--- src/include/aau_regs.vh ---
// register selectors, field layout and reset values of the address unit
`ifndef AAU_REGS_VH
`define AAU_REGS_VH
// register selector codes on the x data bus port
`define AAU_SEL_PTR0      4'h0
`define AAU_SEL_PTR5      4'h5
`define AAU_SEL_CFG_I     4'h6
`define AAU_SEL_CFG_J     4'h7
`define AAU_SEL_STACK     4'h8
`define AAU_SEL_BASE      4'h9
`define AAU_SEL_MINMAX    4'ha
// configuration register fields
`define AAU_MOD_MSB       15
`define AAU_MOD_LSB       7
`define AAU_STEP_MSB      6
`define AAU_STEP_LSB      0
// post-modify kinds
`define AAU_MOD_NONE      2'h0
`define AAU_MOD_INC       2'h1
`define AAU_MOD_DEC       2'h2
`define AAU_MOD_STEP      2'h3
// address source codes for a single-register access
`define AAU_SRC_STACK     3'h6
`define AAU_SRC_BASE      3'h7
// reset value and unit increment
`define AAU_RST_WORD      16'h0000
`define AAU_ONE           16'h0001
// alternate bank slot codes
`define AAU_BANK_P0       2'h0
`define AAU_BANK_P1       2'h1
`define AAU_BANK_P4       2'h2
`define AAU_BANK_CFG      2'h3
`endif

--- src/hw/aau_address_arith_unit.v ---
// data address arithmetic unit: pointers, configs, modifiers, x bus access
`include "aau_regs.vh"

module aau_address_arith_unit #(
    parameter DW = 16                  // address and data width
) (
    // clock and reset
    input  wire          sys_clk,
    input  wire          rst,
    // x data bus register access
    input  wire          xdb_wr,
    input  wire [3:0]    xdb_sel,
    input  wire [DW-1:0] x_data_bus_in,
    output reg  [DW-1:0] x_data_bus_out,
    // x side address request (pointer 0-5, or single-register source)
    input  wire          xa_req,
    input  wire          xa_single,
    input  wire [2:0]    xa_src,
    input  wire [1:0]    xa_mod,
    input  wire          xa_index,
    input  wire [DW-1:0] xa_offset,
    // y/program side request (pointer 4-5)
    input  wire          ya_req,
    input  wire          ya_sel,
    input  wire [1:0]    ya_mod,
    // pointer modify instruction and minmax latch
    input  wire          pointer_modify_instr,
    input  wire          minmax_op,
    // stack pointer modify
    input  wire          stack_push,
    input  wire          stack_pop,
    // alternate bank exchange
    input  wire          bank_swap,
    input  wire [1:0]    bank_slot,
    // modulo enable bits from status word two
    input  wire [5:0]    modulo_enable_bits,
    // addresses and flag out
    output reg  [DW-1:0] x_address_bus,
    output reg  [DW-1:0] y_address_bus,
    output reg           pointer_zero_flag
);

    // pointer file and control registers
    reg [DW-1:0] pointer_regs [0:5];            // primary pointers
    reg [DW-1:0] config_i_reg, config_j_reg;
    reg [DW-1:0] index_base_reg, stack_pointer_reg, minmax_latch_reg;
    reg [DW-1:0] alt_pointer_zero_reg, alt_pointer_one_reg;
    reg [DW-1:0] alt_pointer_four_reg, alt_config_i_reg;

    integer k;

    // post-modify one pointer value; plain 16-bit adds wrap by nature
    function [DW-1:0] post_mod;
        input [DW-1:0] val;
        input [1:0]    kind;
        input [DW-1:0] cfg;
        input          modulo_on;
        reg   [DW-1:0] delta;
        reg   [DW-1:0] lin;
        reg   [8:0]    modv;
        reg   [8:0]    low9;
        begin
            case (kind)
                `AAU_MOD_INC:  delta = `AAU_ONE;
                `AAU_MOD_DEC:  delta = ~`AAU_RST_WORD;
                `AAU_MOD_STEP: delta = {{(DW-7){cfg[`AAU_STEP_MSB]}},
                                        cfg[`AAU_STEP_MSB:`AAU_STEP_LSB]};
                default:       delta = `AAU_RST_WORD;
            endcase
            lin  = val + delta;
            modv = cfg[`AAU_MOD_MSB:`AAU_MOD_LSB];
            low9 = val[8:0];
            // modulo: wrap within the 0..modv window of the low bits
            if (modulo_on && kind != `AAU_MOD_NONE) begin
                if (!delta[DW-1] && low9 == modv)
                    post_mod = {val[DW-1:9], 9'h000};
                else if (delta[DW-1] && low9 == 9'h000)
                    post_mod = {val[DW-1:9], modv};
                else
                    post_mod = {val[DW-1:9], lin[8:0]};
            end else begin
                post_mod = lin;
            end
        end
    endfunction

    // combinational address selection; no extra cycle taken
    reg [DW-1:0] xa_val, xa_cfg, xa_new, ya_val, ya_new, xa_addr;
    reg          xa_modon;
    always @* begin
        if (xa_single && xa_src == `AAU_SRC_STACK)
            xa_val = stack_pointer_reg;
        else if (xa_single && xa_src == `AAU_SRC_BASE)
            xa_val = index_base_reg;
        else if (xa_single || xa_src[2])
            xa_val = pointer_regs[xa_src[2:0] > 3'h5 ? 3'h5 : xa_src];
        else
            xa_val = pointer_regs[{1'b0, xa_src[1:0]}];
        // sources 4-5 pair with config j, all others config i
        xa_cfg   = (xa_src == 3'h4 || xa_src == 3'h5) ? config_j_reg
                                                      : config_i_reg;
        xa_modon = (xa_src <= 3'h5) ? modulo_enable_bits[xa_src] : 1'b0;
        xa_new   = post_mod(xa_val, xa_mod, xa_cfg, xa_modon);
        xa_addr  = xa_index ? index_base_reg + xa_offset : xa_val;
        ya_val   = pointer_regs[ya_sel ? 3'h5 : 3'h4];
        ya_new   = post_mod(ya_val, ya_mod, config_j_reg,
                            modulo_enable_bits[ya_sel ? 3'h5 : 3'h4]);
    end

    // register updates: bus writes, post-modify, swaps, latch
    always @(posedge sys_clk or posedge rst) begin
        if (rst) begin
            for (k = 0; k < 6; k = k + 1)
                pointer_regs[k] <= `AAU_RST_WORD;
            config_i_reg         <= `AAU_RST_WORD;
            config_j_reg         <= `AAU_RST_WORD;
            index_base_reg       <= `AAU_RST_WORD;
            stack_pointer_reg    <= `AAU_RST_WORD;
            minmax_latch_reg     <= `AAU_RST_WORD;
            alt_pointer_zero_reg <= `AAU_RST_WORD;
            alt_pointer_one_reg  <= `AAU_RST_WORD;
            alt_pointer_four_reg <= `AAU_RST_WORD;
            alt_config_i_reg     <= `AAU_RST_WORD;
            x_address_bus        <= `AAU_RST_WORD;
            y_address_bus        <= `AAU_RST_WORD;
            x_data_bus_out       <= `AAU_RST_WORD;
            pointer_zero_flag    <= 1'b0;
        end else begin
            // addresses presented before modification (post-modify)
            if (xa_req)
                x_address_bus <= xa_addr;
            if (ya_req)
                y_address_bus <= ya_val;
            // x side post-modify of the chosen source
            if (xa_req && !xa_index) begin
                if (xa_single && xa_src == `AAU_SRC_STACK)
                    stack_pointer_reg <= xa_new;
                else if (xa_single && xa_src == `AAU_SRC_BASE)
                    index_base_reg <= xa_new;
                else if (xa_src <= 3'h5)
                    pointer_regs[xa_src] <= xa_new;
                // loop counting: flag shows modified pointer reached zero
                if (pointer_modify_instr)
                    pointer_zero_flag <= (xa_new == `AAU_RST_WORD);
                if (minmax_op)
                    minmax_latch_reg <= xa_val;
            end
            if (ya_req)
                pointer_regs[ya_sel ? 3'h5 : 3'h4] <= ya_new;
            // stack pointer push predecrements, pop postincrements
            if (stack_push)
                stack_pointer_reg <= stack_pointer_reg - `AAU_ONE;
            else if (stack_pop)
                stack_pointer_reg <= stack_pointer_reg + `AAU_ONE;
            // individual exchange with the alternate bank
            if (bank_swap) begin
                if (bank_slot == `AAU_BANK_P0) begin
                    pointer_regs[0]      <= alt_pointer_zero_reg;
                    alt_pointer_zero_reg <= pointer_regs[0];
                end else if (bank_slot == `AAU_BANK_P1) begin
                    pointer_regs[1]     <= alt_pointer_one_reg;
                    alt_pointer_one_reg <= pointer_regs[1];
                end else if (bank_slot == `AAU_BANK_P4) begin
                    pointer_regs[4]      <= alt_pointer_four_reg;
                    alt_pointer_four_reg <= pointer_regs[4];
                end else begin
                    config_i_reg     <= alt_config_i_reg;
                    alt_config_i_reg <= config_i_reg;
                end
            end
            // bus writes come last so they win over modification
            if (xdb_wr) begin
                if (xdb_sel <= `AAU_SEL_PTR5)
                    pointer_regs[xdb_sel[2:0]] <= x_data_bus_in;
                else if (xdb_sel == `AAU_SEL_CFG_I)
                    config_i_reg <= x_data_bus_in;
                else if (xdb_sel == `AAU_SEL_CFG_J)
                    config_j_reg <= x_data_bus_in;
                else if (xdb_sel == `AAU_SEL_STACK)
                    stack_pointer_reg <= x_data_bus_in;
                else if (xdb_sel == `AAU_SEL_BASE)
                    index_base_reg <= x_data_bus_in;
                else if (xdb_sel == `AAU_SEL_MINMAX)
                    minmax_latch_reg <= x_data_bus_in;
            end
            // registered read data; unmapped selectors read zero
            if (xdb_sel <= `AAU_SEL_PTR5)
                x_data_bus_out <= pointer_regs[xdb_sel[2:0]];
            else if (xdb_sel == `AAU_SEL_CFG_I)
                x_data_bus_out <= config_i_reg;
            else if (xdb_sel == `AAU_SEL_CFG_J)
                x_data_bus_out <= config_j_reg;
            else if (xdb_sel == `AAU_SEL_STACK)
                x_data_bus_out <= stack_pointer_reg;
            else if (xdb_sel == `AAU_SEL_BASE)
                x_data_bus_out <= index_base_reg;
            else if (xdb_sel == `AAU_SEL_MINMAX)
                x_data_bus_out <= minmax_latch_reg;
            else
                x_data_bus_out <= `AAU_RST_WORD;
        end
    end

endmodule

--- config.mk ---
export PLATFORM = sky130hd
export DESIGN_NAME = aau_address_arith_unit
export DESIGN_NICKNAME = d
export VERILOG_FILES = /design/src/hw/aau_address_arith_unit.v
export VERILOG_INCLUDE_DIRS = /design/src /design/src/include
export SDC_FILE = /design/constraint.sdc
export NUM_CORES = 1
export LEC_CHECK = 0
export ABC_AREA = 1
export BUFFER_PORTS_ARGS = -buffer_cell sky130_fd_sc_hd__buf_2
export CORE_MARGIN = 4
export CORE_UTILIZATION = 47
export DETAILED_ROUTE_END_ITERATION = 10
export GPL_TIMING_DRIVEN = 1
export SETUP_SLACK_MARGIN = 0.3
export SLEW_MARGIN = 25
export SYNTH_ARGS = -nofsm -noshare
export SYNTH_HDL_FRONTEND = slang
export SYNTH_SLANG_ARGS = --single-unit
--- constraint.sdc ---
create_clock -name sys_clk -period 12.8 [get_ports sys_clk]
set_clock_uncertainty 0.2 [all_clocks]
set_input_delay 3.2 -clock sys_clk [delete_from_list [all_inputs] [get_ports sys_clk]]
set_output_delay 3.2 -clock sys_clk [all_outputs]
set_load 0.01 [all_outputs]
### Word level (Yosys, flattened, before mapping)

Index checks and enable logic that the tools add are counted.
W data, S select, Z words.

* logic and storage cells: 191
* flip-flop bits (word level): 289

* bitwise operators: 10
* multiplexer cells: 96
* eq/ne operators: 19
* reductions and logical operators: 29
* $add $sub $neg: 5
* order comparisons: 13

Operators with widths (number)
* $mux W16: 65
* $mux W96: 7
* $bwmux W96: 3
* $bmux W16 S3: 4
* $demux W16 S3: 3
* $pmux W16 S3: 2
* $add A16 B16 Y16: 3
* $mux W9: 4
* $mux W32: 1
* $ge A4 B4 Y1 const B: 5
* $eq A9 B9 Y1: 2
* $logic_not A9 Y1: 2
* $add A16 B1 Y16 const B: 1
* $logic_not A16 Y1: 1
* $not A3 Y4: 4
* $sub A16 B1 Y16 const B: 1
* $eq A3 B3 Y1 const B: 4
* $eq A4 B4 Y1 const B: 3
* $logic_and A1 B1 Y1: 12
* $lt A4 B1 Y1 const B: 3
* $reduce_and A4 Y1: 3
* $eq A2 B2 Y1 const B: 5
* $eq A4 B3 Y1 const B: 2
* $lt A3 B4 Y1 const B: 2
* other kinds (15): 30

### Longest topological paths before layout

Gate-level depths: netlist of run 1.

* depth in word-level cells: 28
* gate-level depth with buffers: 29
* depth with buffers taken out: 28

### Least setup slack after synthesis of run 1

No wires, ideal clock.

* path type: input-to-reg
* start point: input xa_src[0]
* end point: register pointer_regs[26] (netlist bit)
* stages on the path: 24
* slack: 6.291 ns
* required time: 12.513 ns
* arrival: 6.222 ns
* cell sequence: buf_2 buf_2 nand2_1 nand2_1 a21oi_1 nand2_1 nand3_1 nand2_1 nand2_1 inv_2 ha_1 fa_1 nand3_1 nand2_1 a21boi_0 o21ai_0 a21oi_1 nand2b_1 nand3_1 o21ai_2 inv_1 o21ai_0 o211ai_1 a22oi_1

* word-level cells in the longest chain between the ends: 25
* elaborated cells between the ends (all ways): 49

RTL lines
* from (decl): line aau_address_arith_unit.v:18 `input wire [2:0] xa_src,`
* $gt A3 B3 Y1: line aau_address_arith_unit.v:96 `xa_val = pointer_regs[xa_src[2:0] > 3'h5 ? 3'h5 : xa_src];`
* $mux W3: line aau_address_arith_unit.v:96
* $not A3 Y4: line aau_address_arith_unit.v:96
* $bmux W16 S3: line aau_address_arith_unit.v:96
* $mux W16 (2 in series): line aau_address_arith_unit.v:96
* $mux W16: line aau_address_arith_unit.v:95 `else if (xa_single || xa_src[2])`
* $mux W16: line aau_address_arith_unit.v:93 `` else if (xa_single && xa_src == `AAU_SRC_BASE) ``
* $mux W16: line aau_address_arith_unit.v:91 `` if (xa_single && xa_src == `AAU_SRC_STACK) ``
* (+8 left out)
* $mux W96 (*): line aau_address_arith_unit.v:148 `if (ya_req)`
* $mux W16: line aau_address_arith_unit.v:163 `` end else if (bank_slot == `AAU_BANK_P4) begin ``
* $mux W16: line aau_address_arith_unit.v:160 `` end else if (bank_slot == `AAU_BANK_P1) begin ``
* $mux W16: line aau_address_arith_unit.v:157 `` if (bank_slot == `AAU_BANK_P0) begin ``
* $mux W16 (*): line aau_address_arith_unit.v:156 `if (bank_swap) begin`
* $bwmux W96: line aau_address_arith_unit.v:174 `pointer_regs[xdb_sel[2:0]] <= x_data_bus_in;`
* $mux W96: line aau_address_arith_unit.v:173 `` if (xdb_sel <= `AAU_SEL_PTR5) ``
* $mux W96 (*): line aau_address_arith_unit.v:172 `if (xdb_wr) begin`
* to (signal, indexed assignment): line aau_address_arith_unit.v:141 `pointer_regs[xa_src] <= xa_new;`
* to (signal, indexed assignment): line aau_address_arith_unit.v:149 `pointer_regs[ya_sel ? 3'h5 : 3'h4] <= ya_new;`
* to (signal, indexed assignment): line aau_address_arith_unit.v:174
* to (decl): line aau_address_arith_unit.v:44 `reg [DW-1:0] pointer_regs [0:5];`

Mark *: on every way between the ends. The rest lies on a longest branch, timed or not. The select of a mux whose other input is x is not followed.
A chain may end at the register's enable or synchronous reset.

### Final worst setup path of run 1

* start point: input xa_src[0]
* end point: register pointer_zero_flag

* word-level cells in the longest chain between the ends: 15
* elaborated cells between the ends (all ways): 37

RTL lines
* parallel branches: the longest is 13 deep, another holds $add A16 B16 Y16
* $mux W16 (*): line aau_address_arith_unit.v:74 `` if (modulo_on && kind != `AAU_MOD_NONE) begin ``
* $logic_not A16 Y1 (no line) (*)
* to (signal assigned): line aau_address_arith_unit.v:144 `` pointer_zero_flag <= (xa_new == `AAU_RST_WORD); ``
* to (decl): line aau_address_arith_unit.v:40 `output reg pointer_zero_flag`

Mark *: on every way between the ends. The select of a mux whose other input is x is not followed.

==> results of run 1 <==
-- cell families after synthesis --
| group | count (synthesis) |
|---|---|
| DFF | 289 |
| xor gates and xnor gates | 37 |
| adders and majority gates | 53 |
| and+or+nand+nor | 1016 |
| buffers and inverters | 495 |
| AOI/OAI and AO/OA | 945 |
-- synth_stat cells, types with 5 or more instances --
cell type / n
sky130_fd_sc_hd__a211oi_1: 6
sky130_fd_sc_hd__a21oi_1: 290
sky130_fd_sc_hd__a221oi_1: 22
sky130_fd_sc_hd__a22oi_1: 58
sky130_fd_sc_hd__a31oi_1: 11
sky130_fd_sc_hd__buf_2: 20
sky130_fd_sc_hd__clkbuf_1: 116
sky130_fd_sc_hd__clkinv_1: 15
sky130_fd_sc_hd__dfrtp_1: 289
sky130_fd_sc_hd__ha_1: 50
sky130_fd_sc_hd__inv_1: 329
sky130_fd_sc_hd__inv_2: 10
sky130_fd_sc_hd__nand2_1: 612
sky130_fd_sc_hd__nand2_2: 10
sky130_fd_sc_hd__nand3_1: 130
sky130_fd_sc_hd__nand3_2: 5
sky130_fd_sc_hd__nand4_1: 9
sky130_fd_sc_hd__nor2_1: 193
sky130_fd_sc_hd__nor2_2: 13
sky130_fd_sc_hd__nor3_1: 23
sky130_fd_sc_hd__o211ai_1: 37
sky130_fd_sc_hd__o21ai_0: 378
sky130_fd_sc_hd__o21ai_1: 11
sky130_fd_sc_hd__o221ai_1: 13
sky130_fd_sc_hd__o22ai_1: 68
sky130_fd_sc_hd__o31ai_1: 14
sky130_fd_sc_hd__xnor2_1: 9
sky130_fd_sc_hd__xor2_1: 28
-- worst max-delay path: stages --
cell	delay, ns
sky130_fd_sc_hd__buf_2	0.10
sky130_fd_sc_hd__buf_4	0.30
sky130_fd_sc_hd__inv_2	0.60
sky130_fd_sc_hd__nand2_4	0.40
sky130_fd_sc_hd__inv_1	0.44
sky130_fd_sc_hd__o21ai_0	0.11
sky130_fd_sc_hd__o21ai_0	0.55
sky130_fd_sc_hd__a21o_1	0.31
sky130_fd_sc_hd__inv_1	0.10
sky130_fd_sc_hd__ha_1	0.35
sky130_fd_sc_hd__nand2_1	0.09
sky130_fd_sc_hd__nor2_1	0.14
sky130_fd_sc_hd__nand3_1	0.10
sky130_fd_sc_hd__nand3_1	0.15
sky130_fd_sc_hd__nand2_1	0.07
sky130_fd_sc_hd__inv_1	0.07
sky130_fd_sc_hd__nand2_1	0.09
sky130_fd_sc_hd__nand2_1	0.09
sky130_fd_sc_hd__xor2_1	0.15
sky130_fd_sc_hd__nand2_1	0.06
sky130_fd_sc_hd__nand2_1	0.26
sky130_fd_sc_hd__inv_1	0.32
sky130_fd_sc_hd__nor2_1	0.22
sky130_fd_sc_hd__nand3_1	0.10
sky130_fd_sc_hd__nor2_1	0.14
sky130_fd_sc_hd__nand3_1	0.09
sky130_fd_sc_hd__nand2_1	0.06
-- final cells by class --
type / instances / area (sq um) / share of cell area, %
inverter: 354 / 1340 / 6.07
clock buffer: 51 / 1070 / 4.86
clock inverter: 14 / 161 / 0.733
tap: 532 / 666 / 3.02
multi-input combinational: 2051 / 10700 / 48.6
antenna: 1 / 2.50 / 0.0114
timing repair buffer: 150 / 846 / 3.84
sequential: 289 / 7230 / 32.9
-- power breakdown --
group / switching [mW] / internal (mW) / total [mW]
Sequential: 0.287 / 1.19 / 1.47
Clock: 0.450 / 0.628 / 1.08
Combinational: 1.25 / 0.530 / 1.78
Total: 1.98 / 2.35 / 4.33
-- routing by layer --
layer	vias to the layer above	global-route usage, %
li1	9694	-
met1	10600	52.5
met2	1468	63.9
met3	392	8.33
met4	10	28.6
met5	-	0
-- through the flow --
stage               setup WS, ns  std cells  utilization, %  power (mW)
floorplan                   1.42       2835               -        2.45
global placement            4.26       3376            50.4        3.15
detailed placement          4.20       3376            50.4        3.18
CTS                         4.78       3441            53.4        4.26
global route                4.22       3441            53.4        4.51
finish                      4.40       3442            53.4        4.33
-- how the worst max path moves through the flow --
stage | end | slack (ns) | depth (start not counted)
after floorplan | alt_config_i_reg[0]$_DFFE_PP0P_ | 1.42 | 1
after CTS | pointer_regs[95]$_DFF_PP0_ | 4.78 | 26
after global placement | pointer_regs[13]$_DFF_PP0_ | 4.26 | 28
after detailed placement | pointer_regs[95]$_DFF_PP0_ | 4.20 | 26
after global routing | pointer_regs[30]$_DFF_PP0_ | 4.22 | 26
final | pointer_zero_flag$_DFFE_PP0P_ | 4.40 | 27
==> impl_metrics.prom, run 1 <==
# TYPE chip_impl_metric gauge
chip_impl_metric{name="floorplan.die.height",unit="um"} 213
chip_impl_info{name="rsz_0062_raised_after_global_routing",value="no"} 1
chip_impl_metric{name="cp.required",unit="ns"} 13.11
chip_impl_metric{name="setup-tns-final",unit="ns"} 0
chip_impl_info{name="worst_hold_path.endpoint",value="alt_pointer_one_reg[15]$_DFFE_PP0P_"} 1
chip_impl_metric{name="cts_hold_repair.buffers",unit=""} 0
chip_impl_info{name="beginning_of_the_critical_path",value="xa_src[0]"} 1
chip_impl_metric{name="routedWlPerCell",unit="um"} 28.0
chip_impl_info{name="final_cell_mix",value="sky130_fd_sc_hd__nand2_1 (611), sky130_fd_sc_hd__o21ai_0 (377), sky130_fd_sc_hd__inv_1 (328), sky130_fd_sc_hd__a21oi_1 (290), sky130_fd_sc_hd__dfrtp_1 (289)"} 1
chip_impl_metric{name="seq_area_frac_synth",unit="%"} 36.5
chip_impl_metric{name="floorplan.io_pins",unit=""} 113
chip_impl_metric{name="post-cts-setup-buffer-count",unit=""} 0
chip_impl_metric{name="grt_overflow_total",unit=""} 0
chip_impl_metric{name="area_of_the_die",unit="sq um"} 45400
chip_impl_metric{name="post_detailed_placement_half_perimeter_wirelength",unit="um"} 70400
chip_impl_metric{name="largest_reg_flops",unit=""} 96
chip_impl_metric{name="holdPathStages",unit=""} 2
chip_impl_metric{name="synthMuxAreaShare",unit="%"} 0
chip_impl_metric{name="htreeDepth",unit=""} 2
chip_impl_metric{name="cp_data_arrival_time",unit="ns"} 8.71
chip_impl_info{name="timing.setup.critical_path_class",value="primary input to flip-flop"} 1
chip_impl_metric{name="r2r.worst_path.cells",unit=""} 26
chip_impl_info{name="highest-signal-layer",value="met5"} 1
chip_impl_metric{name="io_buffer_count",unit=""} 112
chip_impl_info{name="worst_setup_path_end_kind",value="flip-flop"} 1
chip_impl_metric{name="area_share_of_and_or_nand_nor_cells_after_synthesis",unit="%"} 21.5
chip_impl_info{name="clock-root-buffer",value="sky130_fd_sc_hd__clkbuf_16"} 1
chip_impl_metric{name="met2_length",unit="um"} 41900
chip_impl_metric{name="syn_nets",unit=""} 2952
chip_impl_metric{name="starting_density",unit="%"} 48.0
chip_impl_metric{name="netlist_instances",unit=""} 2835
chip_impl_metric{name="synth_xor_area_share",unit="%"} 1.64
chip_impl_metric{name="drt_drc_violations_left",unit=""} 0
chip_impl_info{name="cts_tree",value="done"} 1
chip_impl_metric{name="post_cts_resize_count",unit=""} 0
chip_impl_metric{name="max-slew-margin-rel",unit="%"} 22.7
chip_impl_metric{name="grt.total_usage",unit="%"} 41.5
chip_impl_metric{name="synthDistinctLibCells",unit=""} 54
chip_impl_metric{name="n_fill_cell",unit=""} 4017
chip_impl_metric{name="placement.cell_area",unit="sq um"} 20800
chip_impl_metric{name="area.growth.synth_to_final",unit="%"} 11.2
chip_impl_info{name="largest_cells_by_area_after_synthesis",value="sky130_fd_sc_hd__dfrtp_1 (37%), sky130_fd_sc_hd__nand2_1 (12%), sky130_fd_sc_hd__o21ai_0 (9.6%)"} 1
chip_impl_metric{name="drt-total-wl",unit="um"} 96500
chip_impl_info{name="startpoint_class",value="primary input"} 1
chip_impl_metric{name="global_route_wire_length_before_repair",unit="um"} 137000
chip_impl_metric{name="floorplan.rows",unit=""} 74
chip_impl_metric{name="final_cell_area",unit="sq um"} 22000
chip_impl_metric{name="mapped_avg_cell_area",unit="sq um"} 6.98
chip_impl_info{name="final_common_cell",value="sky130_fd_sc_hd__nand2_1"} 1
chip_impl_metric{name="layout-drive-gt1-share",unit="%"} 9.59
chip_impl_metric{name="fp.coreArea",unit="sq um"} 41200
chip_impl_metric{name="detail_route.vias_per_cell",unit=""} 6.44
chip_impl_metric{name="max-cap-violations",unit=""} 0
chip_impl_metric{name="nNetsFinal",unit=""} 3000
chip_impl_metric{name="clkTransAtPathRegs",unit="ns"} 0.06
chip_impl_metric{name="synth_compound_area_share",unit="%"} 27.2
chip_impl_metric{name="globalplace.congestion",unit=""} 1.08
chip_impl_info{name="hold_wc_path_type",value="flip-flop to flip-flop"} 1
chip_impl_metric{name="final.min_clock_period",unit="ns"} 8.40
chip_impl_info{name="run_status",value="finished, final reports clean"} 1
chip_impl_metric{name="post_synth_fa_ha_maj_area_fraction",unit="%"} 3.47
chip_impl_metric{name="worst_hold_check_slack",unit="ns"} 0.269
chip_impl_info{name="rr_startpoint",value="pointer_regs[21]$_DFF_PP0_"} 1
chip_impl_metric{name="critical_path.max_fanout",unit=""} 43
chip_impl_metric{name="vias",unit=""} 22200
chip_impl_info{name="synth_ff_type",value="sky130_fd_sc_hd__dfrtp_1"} 1
chip_impl_metric{name="drv_slew",unit=""} 0
chip_impl_metric{name="buffer_levels_on_the_longest_clock_path",unit=""} 3
chip_impl_metric{name="setup_slack_of_the_most_critical_reg_to_reg_path",unit="ns"} 8.07
chip_impl_metric{name="fin_crit_sh",unit="%"} 65.6
chip_impl_metric{name="vdd.ir_drop.worst",unit="uV"} 115
chip_impl_metric{name="synth.top_cell.area_share",unit="%"} 36.5
chip_impl_metric{name="final_setup_violations",unit=""} 0
chip_impl_metric{name="die_width",unit="um"} 213
chip_impl_metric{name="grt_pass1_vias",unit=""} 20200
chip_impl_metric{name="initialDrtViolationCount",unit=""} 3207
chip_impl_metric{name="synth_async_sr_flop_share",unit="%"} 100
chip_impl_metric{name="ff_latch_count_synth",unit=""} 289
chip_impl_metric{name="power_density",unit="nW/um^2"} 197
chip_impl_metric{name="wirelength_met1",unit="um"} 36000
chip_impl_info{name="dominant_combinational_cell_family_by_area_after_synthesis",value="compound AO/OA/AOI/OAI gates"} 1
chip_impl_metric{name="report.final.hold_viol_count",unit=""} 0
chip_impl_metric{name="max_slew.worst_pin.slew",unit="ns"} 1.15
chip_impl_metric{name="dr.pass1.iters",unit=""} 6
chip_impl_metric{name="cts.sinks",unit=""} 289
chip_impl_metric{name="synth-edff-count",unit=""} 0
chip_impl_info{name="rr_endpoint",value="pointer_zero_flag$_DFFE_PP0P_"} 1
chip_impl_metric{name="ant_nets",unit=""} 0
chip_impl_metric{name="met3_routed_length",unit="um"} 9830
chip_impl_metric{name="num_cts_buffers",unit=""} 37
chip_impl_metric{name="clock.fmax",unit="GHz"} 0.119
chip_impl_info{name="yosysTopAreaCell",value="sky130_fd_sc_hd__dfrtp_1"} 1
chip_impl_metric{name="static-leakage-power",unit="nW"} 10.7
chip_impl_metric{name="yosys_warnings",unit=""} 0
chip_impl_metric{name="grt_max_degree",unit=""} 111
chip_impl_metric{name="clk-insertion-delay-late",unit="ns"} 0.58
chip_impl_info{name="worstHoldStart",value="alt_pointer_one_reg[15]$_DFFE_PP0P_"} 1
chip_impl_info{name="top_register",value="pointer_regs"} 1
chip_impl_metric{name="post_synth_instance_area",unit="sq um"} 19800
chip_impl_metric{name="grt_antenna_before_repair",unit=""} 5
No activity file was read; power rests on OpenSTA's default activity.
==> run 2: changes to the inputs <==
--- a/config.mk
+++ b/config.mk
@@ -6,7 +6,7 @@
 export SDC_FILE = /design/constraint.sdc
 export NUM_CORES = 1
 export LEC_CHECK = 0
-export ABC_AREA = 1
+export ABC_AREA = 0
 export BUFFER_PORTS_ARGS = -buffer_cell sky130_fd_sc_hd__buf_2
 export CORE_MARGIN = 4
 export CORE_UTILIZATION = 47
==> constraint.sdc (replaced) <==
create_clock -name sys_clk -period 8.4 [get_ports sys_clk]
set_clock_uncertainty 0.2 [all_clocks]
set_input_delay 2.1 -clock sys_clk [delete_from_list [all_inputs] [get_ports sys_clk]]
set_output_delay 2.1 -clock sys_clk [all_outputs]
set_load 0.01 [all_outputs]
==> run 2 against run 1 <==
Via count decreased by 15%. Die area decreased by 0.85%. Cell count decreased by 15%. Global-route usage decreased by 5.1 points. Critical endpoint unchanged. Worst hold slack improved by 0.0029 ns. Combinational power increased by 61%. Design area decreased by 0.63%. Critical path depth decreased by 12. Non-clock buffer count increased by 10. Routed wire length decreased by 14%. Sequential power increased by 73%.
==> impl_metrics.prom, run 2 <==
# TYPE chip_impl_metric gauge
chip_impl_info{name="clock-root-buffer",value="sky130_fd_sc_hd__clkbuf_16"} 1
chip_impl_info{name="startpoint_class",value="primary input"} 1
chip_impl_metric{name="placement.cell_area",unit="sq um"} 20500
chip_impl_metric{name="drv_slew",unit=""} 0
chip_impl_metric{name="floorplan.rows",unit=""} 74
chip_impl_metric{name="post_detailed_placement_half_perimeter_wirelength",unit="um"} 59500
chip_impl_metric{name="critical_path.max_fanout",unit=""} 39
chip_impl_metric{name="die_width",unit="um"} 212
chip_impl_metric{name="nNetsFinal",unit=""} 2477
chip_impl_metric{name="initialDrtViolationCount",unit=""} 2334
chip_impl_metric{name="cp_data_arrival_time",unit="ns"} 7.16
chip_impl_metric{name="floorplan.io_pins",unit=""} 113
chip_impl_metric{name="ant_nets",unit=""} 0
chip_impl_metric{name="wirelength_met1",unit="um"} 33900
chip_impl_metric{name="ff_latch_count_synth",unit=""} 289
chip_impl_metric{name="synth_async_sr_flop_share",unit="%"} 100
chip_impl_info{name="largest_cells_by_area_after_synthesis",value="sky130_fd_sc_hd__dfrtp_1 (37%), sky130_fd_sc_hd__nand2_1 (7.2%), sky130_fd_sc_hd__a21oi_1 (4.8%)"} 1
chip_impl_metric{name="starting_density",unit="%"} 47.8
chip_impl_metric{name="htreeDepth",unit=""} 2
chip_impl_metric{name="grt_overflow_total",unit=""} 0
chip_impl_metric{name="drt-total-wl",unit="um"} 83400
chip_impl_metric{name="max-slew-margin-rel",unit="%"} 25.4
chip_impl_metric{name="yosys_warnings",unit=""} 0
chip_impl_metric{name="layout-drive-gt1-share",unit="%"} 14.8
chip_impl_metric{name="cp.required",unit="ns"} 8.70
chip_impl_metric{name="buffer_levels_on_the_longest_clock_path",unit=""} 3
chip_impl_metric{name="setup_slack_of_the_most_critical_reg_to_reg_path",unit="ns"} 3.46
chip_impl_info{name="beginning_of_the_critical_path",value="xa_src[2]"} 1
chip_impl_info{name="synthMostInstantiatedCell",value="sky130_fd_sc_hd__nand2_1"} 1
chip_impl_metric{name="largest_reg_flops",unit=""} 96
chip_impl_metric{name="dp_slack",unit="ns"} 1.16
chip_impl_metric{name="syn_nets",unit=""} 2467
chip_impl_metric{name="synth-edff-count",unit=""} 0
chip_impl_metric{name="post_cts_resize_count",unit=""} 0
chip_impl_metric{name="routedWlPerCell",unit="um"} 28.5
chip_impl_metric{name="cts_hold_repair.buffers",unit=""} 0
chip_impl_metric{name="grt_max_degree",unit=""} 150
chip_impl_metric{name="met2_length",unit="um"} 37800
chip_impl_info{name="synth_ff_type",value="sky130_fd_sc_hd__dfrtp_1"} 1
chip_impl_metric{name="n_fill_cell",unit=""} 3904
chip_impl_metric{name="power_density",unit="nW/um^2"} 328
chip_impl_metric{name="io_buffer_count",unit=""} 112
chip_impl_metric{name="cts.sinks",unit=""} 289
chip_impl_metric{name="globalplace.congestion",unit=""} 1.04
chip_impl_metric{name="global_route_wire_length_before_repair",unit="um"} 122000
chip_impl_metric{name="final_setup_violations",unit=""} 0
chip_impl_info{name="hold_wc_path_type",value="flip-flop to flip-flop"} 1
chip_impl_metric{name="area_of_the_die",unit="sq um"} 45100
chip_impl_metric{name="vias",unit=""} 18900
chip_impl_info{name="final_cell_mix",value="sky130_fd_sc_hd__nand2_1 (376), sky130_fd_sc_hd__dfrtp_1 (289), sky130_fd_sc_hd__nor2_1 (216), sky130_fd_sc_hd__a21oi_1 (188), sky130_fd_sc_hd__o21ai_0 (165)"} 1
chip_impl_metric{name="detail_route.vias_per_cell",unit=""} 6.46
chip_impl_metric{name="fp.coreArea",unit="sq um"} 41000
chip_impl_metric{name="max-cap-violations",unit=""} 0
chip_impl_info{name="worstHoldStart",value="alt_pointer_four_reg[9]$_DFFE_PP0P_"} 1
chip_impl_metric{name="num_cts_buffers",unit=""} 37
chip_impl_metric{name="drt_drc_violations_left",unit=""} 0
chip_impl_metric{name="final_cell_area",unit="sq um"} 21900
chip_impl_metric{name="netlist_instances",unit=""} 2350
chip_impl_metric{name="post-cts-setup-buffer-count",unit=""} 0
chip_impl_info{name="top_register",value="pointer_regs"} 1
chip_impl_info{name="timing.setup.critical_path_class",value="primary input to flip-flop"} 1
chip_impl_info{name="cts_tree",value="done"} 1
chip_impl_metric{name="setup-tns-final",unit="ns"} 0
chip_impl_metric{name="synthDistinctLibCells",unit=""} 96
chip_impl_metric{name="dr.pass1.iters",unit=""} 8
chip_impl_metric{name="floorplan.die.height",unit="um"} 212
chip_impl_metric{name="area.growth.synth_to_final",unit="%"} 11.5
chip_impl_info{name="final_common_cell",value="sky130_fd_sc_hd__nand2_1"} 1
chip_impl_info{name="run_status",value="finished, final reports clean"} 1
chip_impl_metric{name="final_critical_path_setup_slack",unit="ns"} 1.53
chip_impl_info{name="yosysTopAreaCell",value="sky130_fd_sc_hd__dfrtp_1"} 1
chip_impl_metric{name="seq_area_frac_synth",unit="%"} 36.9
chip_impl_metric{name="post_synth_instance_area",unit="sq um"} 19600
chip_impl_metric{name="synth.top_cell.area_share",unit="%"} 36.9
chip_impl_info{name="worst_setup_path_end_kind",value="flip-flop"} 1
chip_impl_metric{name="vdd.ir_drop.worst",unit="uV"} 187
chip_impl_metric{name="clock.fmax",unit="GHz"} 0.146
chip_impl_metric{name="final.min_clock_period",unit="ns"} 6.87
chip_impl_metric{name="grt_pass1_vias",unit=""} 17600
chip_impl_metric{name="static-leakage-power",unit="nW"} 9.52
chip_impl_metric{name="grt.total_usage",unit="%"} 36.4
chip_impl_metric{name="fin_crit_sh",unit="%"} 81.7
chip_impl_info{name="rr_startpoint",value="pointer_regs[90]$_DFF_PP0_"} 1
chip_impl_metric{name="max_slew.worst_pin.slew",unit="ns"} 1.12
chip_impl_info{name="rsz_0062_raised_after_global_routing",value="no"} 1
chip_impl_metric{name="grt_antenna_before_repair",unit=""} 4
chip_impl_info{name="highest-signal-layer",value="met5"} 1
chip_impl_metric{name="clkTransAtPathRegs",unit="ns"} 0.06
chip_impl_info{name="yosys-top-cells-count",value="sky130_fd_sc_hd__nand2_1 (376), sky130_fd_sc_hd__dfrtp_1 (289), sky130_fd_sc_hd__nor2_1 (219), sky130_fd_sc_hd__a21oi_1 (189), sky130_fd_sc_hd__o21ai_0 (165)"} 1
chip_impl_metric{name="mapped_avg_cell_area",unit="sq um"} 8.35
chip_impl_metric{name="met3_routed_length",unit="um"} 6910
chip_impl_metric{name="clk-insertion-delay-late",unit="ns"} 0.57
chip_impl_metric{name="report.final.hold_viol_count",unit=""} 0
## run 2: layout make-up
cell class	instances	area (sq um)	area share (%)
well taps	532	666	3.04
diodes	3	7.51	0.0343
multi-input cells	1810	11400	52.3
clock buffers	53	1110	5.06
flip-flops and latches	289	7230	33.1
inverters	62	236	1.08
clock inverters	14	244	1.12
repair buffers	160	933	4.27
## run 2: stage by stage
stage                     hold WS [ns]  power, mW  cells  utilization [%]
after floorplan                  0.238       4.07   2350                -
after global placement           0.253       5.27   2853             49.9
after detailed placement         0.258       5.32   2853             49.9
after CTS                        0.271       7.10   2920             53.2
after global routing             0.295       7.47   2921             53.3
final                            0.272       7.16   2923             53.3
## run 2: cell families after synthesis
group / synth area share, %
buffers and inverters: 5.38
DFF: 36.9
and+or+nand+nor: 18.9
AOI/OAI and AO/OA: 23.9
xor gates and xnor gates: 2.63
muxes: 8.73
adders and majority gates: 3.50
## run 2: final timing paths
kind                       cells after the start                                  end
hold reg to reg                                2  alt_pointer_four_reg[9]$_DFFE_PP0P_
max in group asynchronous                      3           pointer_regs[46]$_DFF_PP0_
hold / removal                                 2  alt_pointer_four_reg[9]$_DFFE_PP0P_
setup / recovery                              15        pointer_zero_flag$_DFFE_PP0P_
min in group asynchronous                      2          x_data_bus_out[8]$_DFF_PP0_
setup reg to reg                              15        pointer_zero_flag$_DFFE_PP0P_
## run 2: routing by layer
| metal | vias up | GRT usage [%] |
|---|---|---|
| li1 | 8432 | - |
| met1 | 9225 | 49.3 |
| met2 | 984 | 57.2 |
| met3 | 248 | 6.20 |
| met4 | 2 | 17.2 |
| met5 | - | 0 |
## run 2: worst max-delay path: stages
cell and delay [ns]:
sky130_fd_sc_hd__buf_2 0.60, sky130_fd_sc_hd__and3_1 0.70, sky130_fd_sc_hd__a311oi_1 0.21, sky130_fd_sc_hd__a21oi_1 0.84, sky130_fd_sc_hd__inv_1 0.11, sky130_fd_sc_hd__ha_1 0.37, sky130_fd_sc_hd__and3_1 0.21, sky130_fd_sc_hd__and3_1 0.19
sky130_fd_sc_hd__a21o_1 0.17, sky130_fd_sc_hd__a21o_1 0.19, sky130_fd_sc_hd__a211oi_4 0.77, sky130_fd_sc_hd__and4_1 0.30, sky130_fd_sc_hd__and4_1 0.19, sky130_fd_sc_hd__nand4_1 0.08, sky130_fd_sc_hd__nand2_1 0.08
## run 2: power by group
group | switching, mW | internal, mW
clock network | 0.656 | 1.10
logic | 1.79 | 1.07
registers | 0.683 | 1.86
total | 3.13 | 4.03
